File: config.mk
export PLATFORM = sky130hd
export DESIGN_NAME = nfh_host
export DESIGN_NICKNAME = d
export VERILOG_FILES = /design/src/common/nfh_pkg.sv /design/src/hdl/nfh_host.sv /design/src/hdl/nfh_fifo.sv
export SDC_FILE = /design/constraint.sdc
export NUM_CORES = 1
export LEC_CHECK = 0
export ABC_AREA = 1
export BUFFER_PORTS_ARGS = -buffer_cell sky130_fd_sc_hd__buf_2
export CAP_MARGIN = 40
export CORE_MARGIN = 2
export CORE_UTILIZATION = 50
export DETAILED_ROUTE_END_ITERATION = 10
export GPL_TIMING_DRIVEN = 0
export PLACE_DENSITY = 0.66
export REMOVE_ABC_BUFFERS = 1
export SLEW_MARGIN = 20
export SYNTH_ARGS = -nofsm -noshare
export SYNTH_HDL_FRONTEND = slang
export SYNTH_SLANG_ARGS = --single-unit
File: constraint.sdc
create_clock -name mclk_in -period 3.79 [get_ports mclk_in]
set_input_delay 0.5685 -clock mclk_in [delete_from_list [all_inputs] [get_ports mclk_in]]
set_output_delay 0.5685 -clock mclk_in [all_outputs]
set_load 0.01 [all_outputs]
File: src/common/nfh_pkg.sv
// nfh_pkg: constants shared by the nand flash host controller
// assumes a byte-wide nand device with multiplexed command/address/data port
`default_nettype none
package nfh_pkg;
  // organisation
  localparam int unsigned PAGES       = 262144;
  localparam int unsigned PAGE_BYTES  = 528;
  localparam int unsigned SPARE_START = 512;
  localparam int unsigned BLOCKS      = 8192;
  localparam int unsigned PLANES      = 8;
  // command bytes
  localparam logic [7:0] CMD_READ_A   = 8'h00;
  localparam logic [7:0] CMD_READ_B   = 8'h01;
  localparam logic [7:0] CMD_READ_C   = 8'h50;
  localparam logic [7:0] CMD_READ_ID  = 8'h90;
  localparam logic [7:0] CMD_RESET    = 8'hff;
  localparam logic [7:0] CMD_PROG     = 8'h80;
  localparam logic [7:0] CMD_CONFIRM  = 8'h10;
  localparam logic [7:0] CMD_DUMMY    = 8'h11;
  localparam logic [7:0] CMD_CB_DUMMY = 8'h03;
  localparam logic [7:0] CMD_CB_PROG  = 8'h8a;
  localparam logic [7:0] CMD_ERASE    = 8'h60;
  localparam logic [7:0] CMD_ERASE_GO = 8'hd0;
  localparam logic [7:0] CMD_STATUS   = 8'h70;
  localparam logic [7:0] CMD_STATUS_M = 8'h71;
  // host operation codes
  typedef enum logic [3:0] {
    NFH_OP_READ    = 4'h0,
    NFH_OP_READ_ID = 4'h1,
    NFH_OP_RESET   = 4'h2,
    NFH_OP_PROG    = 4'h3,
    NFH_OP_COPY    = 4'h4,
    NFH_OP_ERASE   = 4'h5,
    NFH_OP_STATUS  = 4'h6
  } nfh_op_t;
  // strobe timing: each strobe half lasts this many clocks
  localparam int unsigned T_HALF_NS   = 30;
  localparam int unsigned CLK_NS      = 10;
  localparam int unsigned HALF_CYC    = (T_HALF_NS + CLK_NS - 1) / CLK_NS;
  localparam logic [3:0]  HALF_CNT    = 4'(HALF_CYC);
  localparam int unsigned FIFO_DEPTH  = 16;
endpackage
`default_nettype wire

File: src/hdl/nfh_host.sv
// nfh_host: host controller that drives a byte-wide nand flash by its pins
// assumes the device's ready/busy line is pulled up outside and sampled here
//
// How it works
// - each byte is a write strobe pulse low with select low; rising edge latches.
// - command latch high for commands, address latch high for addresses.
// - four address cycles: column, then row low, middle, high.
// - read and program send four address cycles; erase sends three row cycles.
// - program is 80h, address, data, then 10h to start.
// - dummy planes end with 11h instead of 10h.
// - copy-back is 00h/8ah/10h, or 03h/8ah/11h for dummy planes.
// - erase is 60h plus row per plane, then one d0h.
// - multi-plane results are read with status command 71h.
// - host passes read, status and confirm bytes from req_sub_in unchecked.
// - host never mixes plane groups in one operation.
`default_nettype none
module nfh_host #(
  parameter int unsigned FIFO_DEPTH = nfh_pkg::FIFO_DEPTH
) (
  input  wire logic        mclk_in,
  input  wire logic        rst_b_in,
  input  wire logic        ce_in,
  // request side
  input  wire logic        req_valid_in,
  output logic             req_ready_out,
  input  wire logic [3:0]  req_op_in,
  input  wire logic [7:0]  req_sub_in,     // read cmd / final confirm byte
  input  wire logic        req_first_in,   // copy: first half (00h) form
  input  wire logic [17:0] req_row_in,
  input  wire logic [9:0]  req_col_in,
  input  wire logic [9:0]  req_len_in,
  // write data stream into fifo
  input  wire logic [7:0]  wdata_in,
  input  wire logic        wvalid_in,
  output logic             wready_out,
  // read data stream from fifo
  output logic [7:0]       rdata_out,
  output logic             rvalid_out,
  input  wire logic        rready_in,
  output logic             done_out,
  output logic             busy_out,
  // device pins
  output logic             sel_n_out,
  output logic             cmd_latch_out,
  output logic             addr_latch_out,
  output logic             write_strobe_n_out,
  output logic             read_strobe_n_out,
  output logic             wp_n_out,
  input  wire logic        ready_busy_in,
  input  wire logic [7:0]  io_port_in,
  output logic [7:0]       io_port_out,
  output logic             io_port_oe_out
);
  typedef enum logic [3:0] {
    ST_IDLE  = 4'h0, ST_CMD1 = 4'h1, ST_ADDR = 4'h2, ST_WDATA = 4'h3,
    ST_CMD2  = 4'h4, ST_CMD3 = 4'h5, ST_WAIT = 4'h6, ST_RDATA = 4'h7,
    ST_DONE  = 4'h8
  } nfh_state_t;

  nfh_state_t  st_q, st_d;
  logic [3:0]  op_q;
  logic [7:0]  sub_q;
  logic        first_q;
  logic [17:0] row_q;
  logic [7:0]  col_q;
  logic [9:0]  len_q;
  logic [9:0]  cnt_q;
  logic [1:0]  acnt_q;
  logic [3:0]  tcnt_q;
  logic        phase_q;          // 0: strobe low half, 1: high half
  logic [7:0]  io_d;
  logic        act_q;
  logic        cb_q;             // copy: 8ah sent, next ready ends the op
  // fifo taps
  logic [7:0]  wf_data;
  logic        wf_valid;
  logic        wr_pop;
  logic        rf_ready;
  logic [7:0]  rd_byte_q;
  logic        rd_push_q;

  // host-side write data is queued so the pin sequencer can stall on it
  nfh_fifo #(.WIDTH(8), .DEPTH(FIFO_DEPTH)) u_wfifo (
    .mclk_in(mclk_in), .rst_b_in(rst_b_in), .ce_in(ce_in),
    .wr_data_in(wdata_in), .wr_valid_in(wvalid_in), .wr_ready_out(wready_out),
    .rd_data_out(wf_data), .rd_valid_out(wf_valid),
    .rd_ready_in(wr_pop)
  );
  // read bytes queue toward the user; a full fifo stalls read strobes
  nfh_fifo #(.WIDTH(8), .DEPTH(FIFO_DEPTH)) u_rfifo (
    .mclk_in(mclk_in), .rst_b_in(rst_b_in), .ce_in(ce_in),
    .wr_data_in(rd_byte_q), .wr_valid_in(rd_push_q), .wr_ready_out(rf_ready),
    .rd_data_out(rdata_out), .rd_valid_out(rvalid_out),
    .rd_ready_in(rready_in)
  );

  // decode of the current operation
  wire op_erase  = (op_q == 4'(nfh_pkg::NFH_OP_ERASE));
  wire op_prog   = (op_q == 4'(nfh_pkg::NFH_OP_PROG));
  wire op_copy   = (op_q == 4'(nfh_pkg::NFH_OP_COPY));
  wire op_read   = (op_q == 4'(nfh_pkg::NFH_OP_READ));
  wire op_id     = (op_q == 4'(nfh_pkg::NFH_OP_READ_ID));
  wire op_status = (op_q == 4'(nfh_pkg::NFH_OP_STATUS));
  wire op_reset  = (op_q == 4'(nfh_pkg::NFH_OP_RESET));
  wire tick      = ce_in && (tcnt_q == nfh_pkg::HALF_CNT - 4'h1);
  wire step      = tick && phase_q;               // end of one byte slot
  wire a_last    = op_erase ? (acnt_q == 2'd2) : (acnt_q == 2'd3);
  wire w_last    = (cnt_q == len_q - 10'd1);
  wire stall_w   = (st_q == ST_WDATA) && !wf_valid && !phase_q;
  // a full user fifo holds the strobe high before the next fall, never
  // after the last byte, so a stalled reader cannot hang the sequence
  wire stall_r   = (st_q == ST_RDATA) && phase_q && !w_last && !rf_ready;
  assign wr_pop  = (st_q == ST_WDATA) && step;
  wire strobe_w  = (st_q == ST_CMD1) || (st_q == ST_ADDR) ||
                   (st_q == ST_WDATA) || (st_q == ST_CMD2) ||
                   (st_q == ST_CMD3);

  // first command byte: read and status pass req_sub_in through unchecked
  logic [7:0] cmd1;
  always_comb begin
    case (op_q)
      4'(nfh_pkg::NFH_OP_READ):    cmd1 = sub_q;
      4'(nfh_pkg::NFH_OP_READ_ID): cmd1 = nfh_pkg::CMD_READ_ID;
      4'(nfh_pkg::NFH_OP_RESET):   cmd1 = nfh_pkg::CMD_RESET;
      4'(nfh_pkg::NFH_OP_PROG):    cmd1 = nfh_pkg::CMD_PROG;
      4'(nfh_pkg::NFH_OP_COPY):    cmd1 = first_q ? nfh_pkg::CMD_READ_A
                                        : nfh_pkg::CMD_CB_DUMMY;
      4'(nfh_pkg::NFH_OP_ERASE):   cmd1 = nfh_pkg::CMD_ERASE;
      4'(nfh_pkg::NFH_OP_STATUS):  cmd1 = sub_q;
      default:                     cmd1 = nfh_pkg::CMD_STATUS;
    endcase
  end
  // address bytes: column, then row low to high
  logic [7:0] abyte;
  always_comb begin
    case (op_erase ? acnt_q + 2'd1 : acnt_q)
      2'd0:    abyte = col_q;
      2'd1:    abyte = row_q[7:0];
      2'd2:    abyte = row_q[15:8];
      default: abyte = {6'h00, row_q[17:16]};
    endcase
  end

  // next state
  always_comb begin
    st_d = st_q;
    case (st_q)
      ST_IDLE:  if (req_valid_in && ce_in) st_d = ST_CMD1;
      ST_CMD1:  if (step) begin
        if (op_reset) st_d = ST_WAIT;
        else if (op_status || op_id) st_d = op_id ? ST_ADDR : ST_RDATA;
        else st_d = ST_ADDR;
      end
      ST_ADDR:  if (step && (op_id || a_last)) begin
        if (op_prog) st_d = ST_WDATA;
        else if (op_erase) st_d = ST_CMD2;
        else if (op_id) st_d = ST_RDATA;
        else st_d = ST_WAIT;
      end
      ST_WDATA: if (step && w_last) st_d = ST_CMD2;
      ST_CMD2:  if (step) st_d = op_copy ? ST_CMD3 : ST_WAIT;
      ST_CMD3:  if (step) st_d = ST_WAIT;
      // copy reads its source first; 8ah is only sent once ready again
      ST_WAIT:  if (ce_in && ready_busy_in && tcnt_q == 4'hf)
                  st_d = op_read ? ST_RDATA
                       : (op_copy && !cb_q) ? ST_CMD2 : ST_DONE;
      ST_RDATA: if (step && w_last) st_d = ST_DONE;
      ST_DONE:  st_d = ST_IDLE;
      default:  st_d = ST_IDLE;
    endcase
  end

  // second and third command bytes
  wire [7:0] cmd2 = op_copy ? nfh_pkg::CMD_CB_PROG : sub_q;
  wire [7:0] cmd3 = sub_q;

  // pin drive: write strobe low in first half of each write slot
  assign sel_n_out          = !act_q;
  assign cmd_latch_out      = (st_q == ST_CMD1) || (st_q == ST_CMD2) ||
                              (st_q == ST_CMD3);
  assign addr_latch_out     = (st_q == ST_ADDR);
  assign write_strobe_n_out = !(strobe_w && !phase_q);
  assign read_strobe_n_out  = !((st_q == ST_RDATA) && !phase_q);
  assign wp_n_out           = act_q && (op_prog || op_copy || op_erase);
  assign io_port_out        = io_d;  // decoded: stands the whole slot
  assign io_port_oe_out     = strobe_w;
  assign req_ready_out      = (st_q == ST_IDLE);
  assign busy_out           = (st_q != ST_IDLE);
  assign done_out           = (st_q == ST_DONE);

  // output byte for the slot in progress; a register here would lag the
  // falling strobe by a cycle and show the previous byte with latch high
  always_comb begin
    case (st_q)
      ST_CMD1:  io_d = cmd1;
      ST_ADDR:  io_d = abyte;
      ST_WDATA: io_d = wf_data;
      ST_CMD2:  io_d = cmd2;
      ST_CMD3:  io_d = cmd3;
      default:  io_d = 8'h00;
    endcase
  end

  // request capture and select
  always_ff @(posedge mclk_in or negedge rst_b_in) begin
    if (!rst_b_in) begin
      op_q <= 4'h0; sub_q <= 8'h00; first_q <= 1'b0;
      row_q <= 18'h00000; col_q <= 8'h00; len_q <= 10'h001;
      act_q <= 1'b0; cb_q <= 1'b0;
    end else if (ce_in && st_q == ST_IDLE && req_valid_in) begin
      op_q <= req_op_in; sub_q <= req_sub_in; first_q <= req_first_in;
      // one row per request: a single plane, so groups never mix
      row_q <= req_row_in; col_q <= req_col_in[7:0];
      len_q <= (req_len_in == 10'h000) ? 10'h001 : req_len_in;
      act_q <= 1'b1; cb_q <= 1'b0;
    end else if (ce_in && st_q == ST_CMD2) cb_q <= 1'b1;
    else if (ce_in && st_q == ST_DONE) act_q <= 1'b0;
  end

  // sequencing counters
  always_ff @(posedge mclk_in or negedge rst_b_in) begin
    if (!rst_b_in) begin
      st_q <= ST_IDLE; tcnt_q <= 4'h0; phase_q <= 1'b0;
      acnt_q <= 2'd0; cnt_q <= 10'h000;
      rd_byte_q <= 8'h00; rd_push_q <= 1'b0;
    end else if (ce_in) begin
      st_q      <= st_d;
      rd_push_q <= (st_q == ST_RDATA) && tick && !phase_q;
      if (st_q == ST_RDATA && tick && !phase_q) rd_byte_q <= io_port_in;
      if (st_d != st_q) begin
        tcnt_q <= 4'h0; phase_q <= 1'b0; acnt_q <= 2'd0; cnt_q <= 10'h000;
      end else if (st_q == ST_WAIT) begin
        if (tcnt_q != 4'hf) tcnt_q <= tcnt_q + 4'h1;
      end else if (!stall_w && !stall_r) begin
        tcnt_q <= tick ? 4'h0 : tcnt_q + 4'h1;
        if (tick) phase_q <= !phase_q;
        if (step) begin
          acnt_q <= acnt_q + 2'd1;
          cnt_q  <= cnt_q + 10'h001;
        end
      end
    end
  end
endmodule // nfh_host
`default_nettype wire

File: src/hdl/nfh_fifo.sv
// nfh_fifo: small synchronous fifo with valid/ready on both sides
// assumes one clock; width and depth are parameters, depth a power of two
`default_nettype none
module nfh_fifo #(
  parameter int unsigned WIDTH = 8,
  parameter int unsigned DEPTH = 16
) (
  input  wire logic             mclk_in,
  input  wire logic             rst_b_in,
  input  wire logic             ce_in,
  input  wire logic [WIDTH-1:0] wr_data_in,
  input  wire logic             wr_valid_in,
  output logic                  wr_ready_out,
  output logic [WIDTH-1:0]      rd_data_out,
  output logic                  rd_valid_out,
  input  wire logic             rd_ready_in
);
  localparam int unsigned AW = $clog2(DEPTH);
  logic [WIDTH-1:0] mem_q [DEPTH];
  logic [AW:0]      wp_q;
  logic [AW:0]      rp_q;
  wire              full  = (wp_q[AW] != rp_q[AW]) &&
                            (wp_q[AW-1:0] == rp_q[AW-1:0]);
  wire              empty = (wp_q == rp_q);
  wire              push  = ce_in && wr_valid_in && !full;
  wire              pop   = ce_in && rd_ready_in && !empty;
  assign wr_ready_out = !full;
  assign rd_valid_out = !empty;
  assign rd_data_out  = mem_q[rp_q[AW-1:0]];
  // storage has no reset so it can map to ram
  always_ff @(posedge mclk_in) begin
    if (push) mem_q[wp_q[AW-1:0]] <= wr_data_in;
  end
  // pointers carry one extra bit to tell full from empty
  always_ff @(posedge mclk_in or negedge rst_b_in) begin
    if (!rst_b_in) begin
      wp_q <= '0;
      rp_q <= '0;
    end else begin
      if (push) wp_q <= wp_q + 1'b1;
      if (pop)  rp_q <= rp_q + 1'b1;
    end
  end
endmodule // nfh_fifo
`default_nettype wire

==> metrics.md <==
| Metric | Value |
|---|---|
| Number of distinct library cells after synthesis | 50 |
| Initial antenna violation count | 1 |
| VDD IR max | 0.4717 mV |
| Synth Register Bits | 357 |
| Syn Std Cell Area | 0.01600 sq mm |
| Slew Limit Headroom | 0.4334 |
| Skew-Pair Late Insertion Delay | 0.52 ns |
| Seq/Total Area, Yosys | 0.6385 |
| Synthesis Warnings | 0 |
| Area added between synthesis and finish | 14.27% |
| Synth top area share | 0.4805 |
| Total clock sinks | 357 |
| Share of layout cells above drive strength 1 | 0.1401 |
| Period utilization | 0.9357 |
| CP arrival | 2.98 ns |
| Clock slew at reported path FFs | 0.06 ns |
| Via-to-Cell Ratio | roughly 5.5 |
| Largest net degree at the start of global routing | 69 |
| Max Cap Violations | 0 |
| WS Path Type | reg -> out |
| Final setup skew | 0.01368 ns |
| TritonCTS Buffers | 39 |
| Top post-synthesis cells by area | edfxtp_1, dfrtp_1, nand2_1, nor2_1, o21ai_0 |
| Worst endpoint required time | roughly 3.2 ns |
| Post-synth top cells | nand2_1, edfxtp_1, nor2_1 |
| Combinational power share | 0.331 |
| Synth Flop Type | edfxtp_1 |
| PD cells | 724.6 mW/mm^2 |
| First-pass GRT wire length | 57,400 um |
| Post-synth EDFFs | 256 |
| Pre-antenna DRT Iters | 5 |
| RSZ-0062 raised after global routing | no |
| Synth Instances | 1,507 |
| Core ar. | roughly 0.032 sq mm |
| Register share of total power | 0.394 |
| I/O Pins | approximately 100 |
| Type of the most critical hold path | in -> reg |
| Hold Path Stages | 3 |
| Die width | 182.9 um |
| Worst r2r path cells | 17 |
| Critical Path Sink Type | primary output |
| GRT Resource Usage Total | 0.2174 |
| Final setup fails | 0 |
| Nets | 1,692 |
| Root Driver | clkbuf_16 |
| DRC viols | 0 |
| Clock Path Buffers | 3 |
| Final number of max-transition violations | 0 |
| TritonCTS clock tree | done |
| Footprint of the multi-input gates | roughly 0.0052 sq mm |
| Avg Inst Size Synth | 10.62 sq um |
| Worst R2R End | cnt_q[3]$_DFFE_PN0P_ |
| Hold wc startpoint | req_sub_in[5] |
| Minimum clock period | roughly 3.5 ns |
| Top-count cell post-synth | nand2_1 |
| Worst Hold Slack | around 0.23 ns |
| Final hold vios | 0 |
| WHS Endpoint | cmd3[5]$_DFFE_PN0P_ |
| Initial DRC count | 784 |
| Setup crit start kind | register |
| Wire per inst | 17.81 um |
| Detailed Place HPWL | 23,870 um |
| Switching Share | 0.3695 |
| Die area | 0.03345 sq mm |
| Total gr overflow | 0 |
| Sequential Area | 0.01023 sq mm |
| Diodes inserted | 0 |
| Clock power frac | 0.275 |
| Worst-path fanout max | 68 |
| Yosys top cell by area | edfxtp_1 |
| Overall power | 0.01325 W |
| Vias in the first global route | 10,940 |
| Leak pwr | 7.459 nW |
| Setup Buffers After CTS | 0 |
| ANT nets after route | 0 |
| Final TNS setup | 0 ns |
| Worst R2R Start | st_q[0]$_DFFE_PN0P_ |
| DRT Wirelength | 36,270 um |
| RD Place Congestion | about 0.87 |
| CTS H-Tree Depth | 2 |
| IO Port Bufs | around 100 |
| Reg2Reg Setup Slack | between 0.4 and 0.5 ns |
| Starting Density | 0.5071 |
| Share of synthesized registers carrying an async set or reset | 0.2829 |
| Switching power | 0.004894 W |
| Via count | 11,140 |
| Peak Freq | 0.2820 GHz |
| Power Internal | roughly 0.0084 W |
| Core Rows | 65 |
| Status | complete, no violations |
| Fill cell count | around 2,600 |
| Slew @ Worst Pin | 0.8453 ns |
| Die height | roughly 180 um |
-- cells by family (layout without fill, tap and decap cells) --
| logic type | count (synthesis) | count (layout) | synth area share |
|---|---|---|---|
| adder cells (fa/ha/maj) | 14 | 14 | 0.01095 |
| AO/OA/AOI/OAI | 186 | 186 | 0.07703 |
| multiplexers | 35 | 35 | 0.02260 |
| AND/OR/NAND/NOR | 725 | 725 | 0.1914 |
| buffers and inverters | 147 | 275 | 0.03605 |
| XOR/XNOR | 43 | 43 | 0.02354 |
| flip-flops | 357 | 357 | 0.6385 |
-- per-layer routing --
metal,track usage,part of all wire,vias up
met5,0,0.00036,-
met4,0.06240,0.023,2
met3,0.03396,0.052,55
met2,0.3700,0.48,286
met1,0.2913,0.45,5342
li1,-,-,5451
-- state kept, by name, summed over array words and instances, names as in the netlist, 8 cells and up --
signal,flops
cmd3,8
u_wfifo.mem_q,128
u_rfifo.mem_q,128
cnt_q,10
len_q,10
row_q,18
col_q,8
rd_byte_q,8
-- power by group through the flow --
| stage | sequential, W | clock, W | combinational [W] |
|---|---|---|---|
| after detailed placement | 0.00530 | 0 | 0.00437 |
| after global routing | 0.00530 | 0.00385 | 0.00490 |
| after CTS | 0.00522 | 0.00370 | 0.00439 |
| after floorplan | 0.00527 | 0 | 0.00283 |
| final | 0.00522 | 0.00364 | 0.00438 |
| after global placement | 0.00552 | 0 | 0.00394 |
-- worst max-delay path by stage --
stage | start | depth (start not counted) | end | slack (ns)
final | u_wfifo.rp_q[0]$_DFFE_PN0P_ | 10 | io_port_out[3] | 0.24
after global routing | st_q[0]$_DFFE_PN0P_ | 17 | cnt_q[8]$_DFFE_PN0P_ | 0.06
after CTS | u_wfifo.rp_q[0]$_DFFE_PN0P_ | 10 | io_port_out[3] | 0.16
after detailed placement | ce_in | 15 | cnt_q[3]$_DFFE_PN0P_ | 0.19
after global placement | u_rfifo.rp_q[0]$_DFFE_PN0P_ | 6 | rdata_out[4] | -2.30
after floorplan | u_rfifo.rp_q[0]$_DFFE_PN0P_ | 5 | rdata_out[4] | -0.17
-- final cells by class --
type / instances / area share
multi-input cells: 1003 / 0.2852
clock inverters: 18 / 0.008143
repair buffers: 119 / 0.04318
inverters: 84 / 0.01745
clock buffers: 54 / 0.05919
flip-flops and latches: 357 / 0.5593
well taps: 402 / 0.02751
-- metrics by stage --
step | instance area [sq um] | worst slack [ns] | utilization | cells
after floorplan | 15740 | -0.1721 | - | 1444
after global placement | 16740 | -2.301 | 0.5304 | 1945
after CTS | 18240 | 0.1552 | 0.5779 | 2032
after global routing | 18280 | 0.06111 | 0.5794 | 2037
after detailed placement | 17000 | 0.1888 | 0.5386 | 1959
final | 18280 | 0.2436 | 0.5794 | 2037
-- critical path: stages (launching register included) --
cell	delay, ns
dfrtp_4	0.49
buf_16	0.23
inv_2	0.35
buf_12	0.26
nor2_1	0.06
o32ai_1	0.32
o211ai_1	0.21
nand3_1	0.16
nand2_1	0.08
o2111ai_1	0.11
buf_2	0.18
-- placed cells by master, fill, tap and decap left out, types with 10 or more instances in the layout --
master,netlist,routed
nand2_1,347,347
xor2_1,29,29
clkbuf_1,46,10
ha_1,14,14
mux2i_1,26,26
nand3_1,63,63
dfrtp_1,100,96
nor2_2,12,12
inv_2,11,10
o21ai_0,91,91
o221ai_1,26,26
clkbuf_16,0,39
clkinv_1,6,11
nand4_1,37,37
edfxtp_1,256,256
buf_4,1,10
buf_2,4,98
inv_1,67,67
nor2_1,235,235
o32ai_1,38,38
xnor2_1,14,14
-- repair_timing --
item,4_1_cts,5_1_grt
resized for setup,0,3
setup endpoints to repair,0,12
hold buffers,1,0
hold endpoints to repair,40,0
Note: power is estimated with default switching activity, not from simulation.
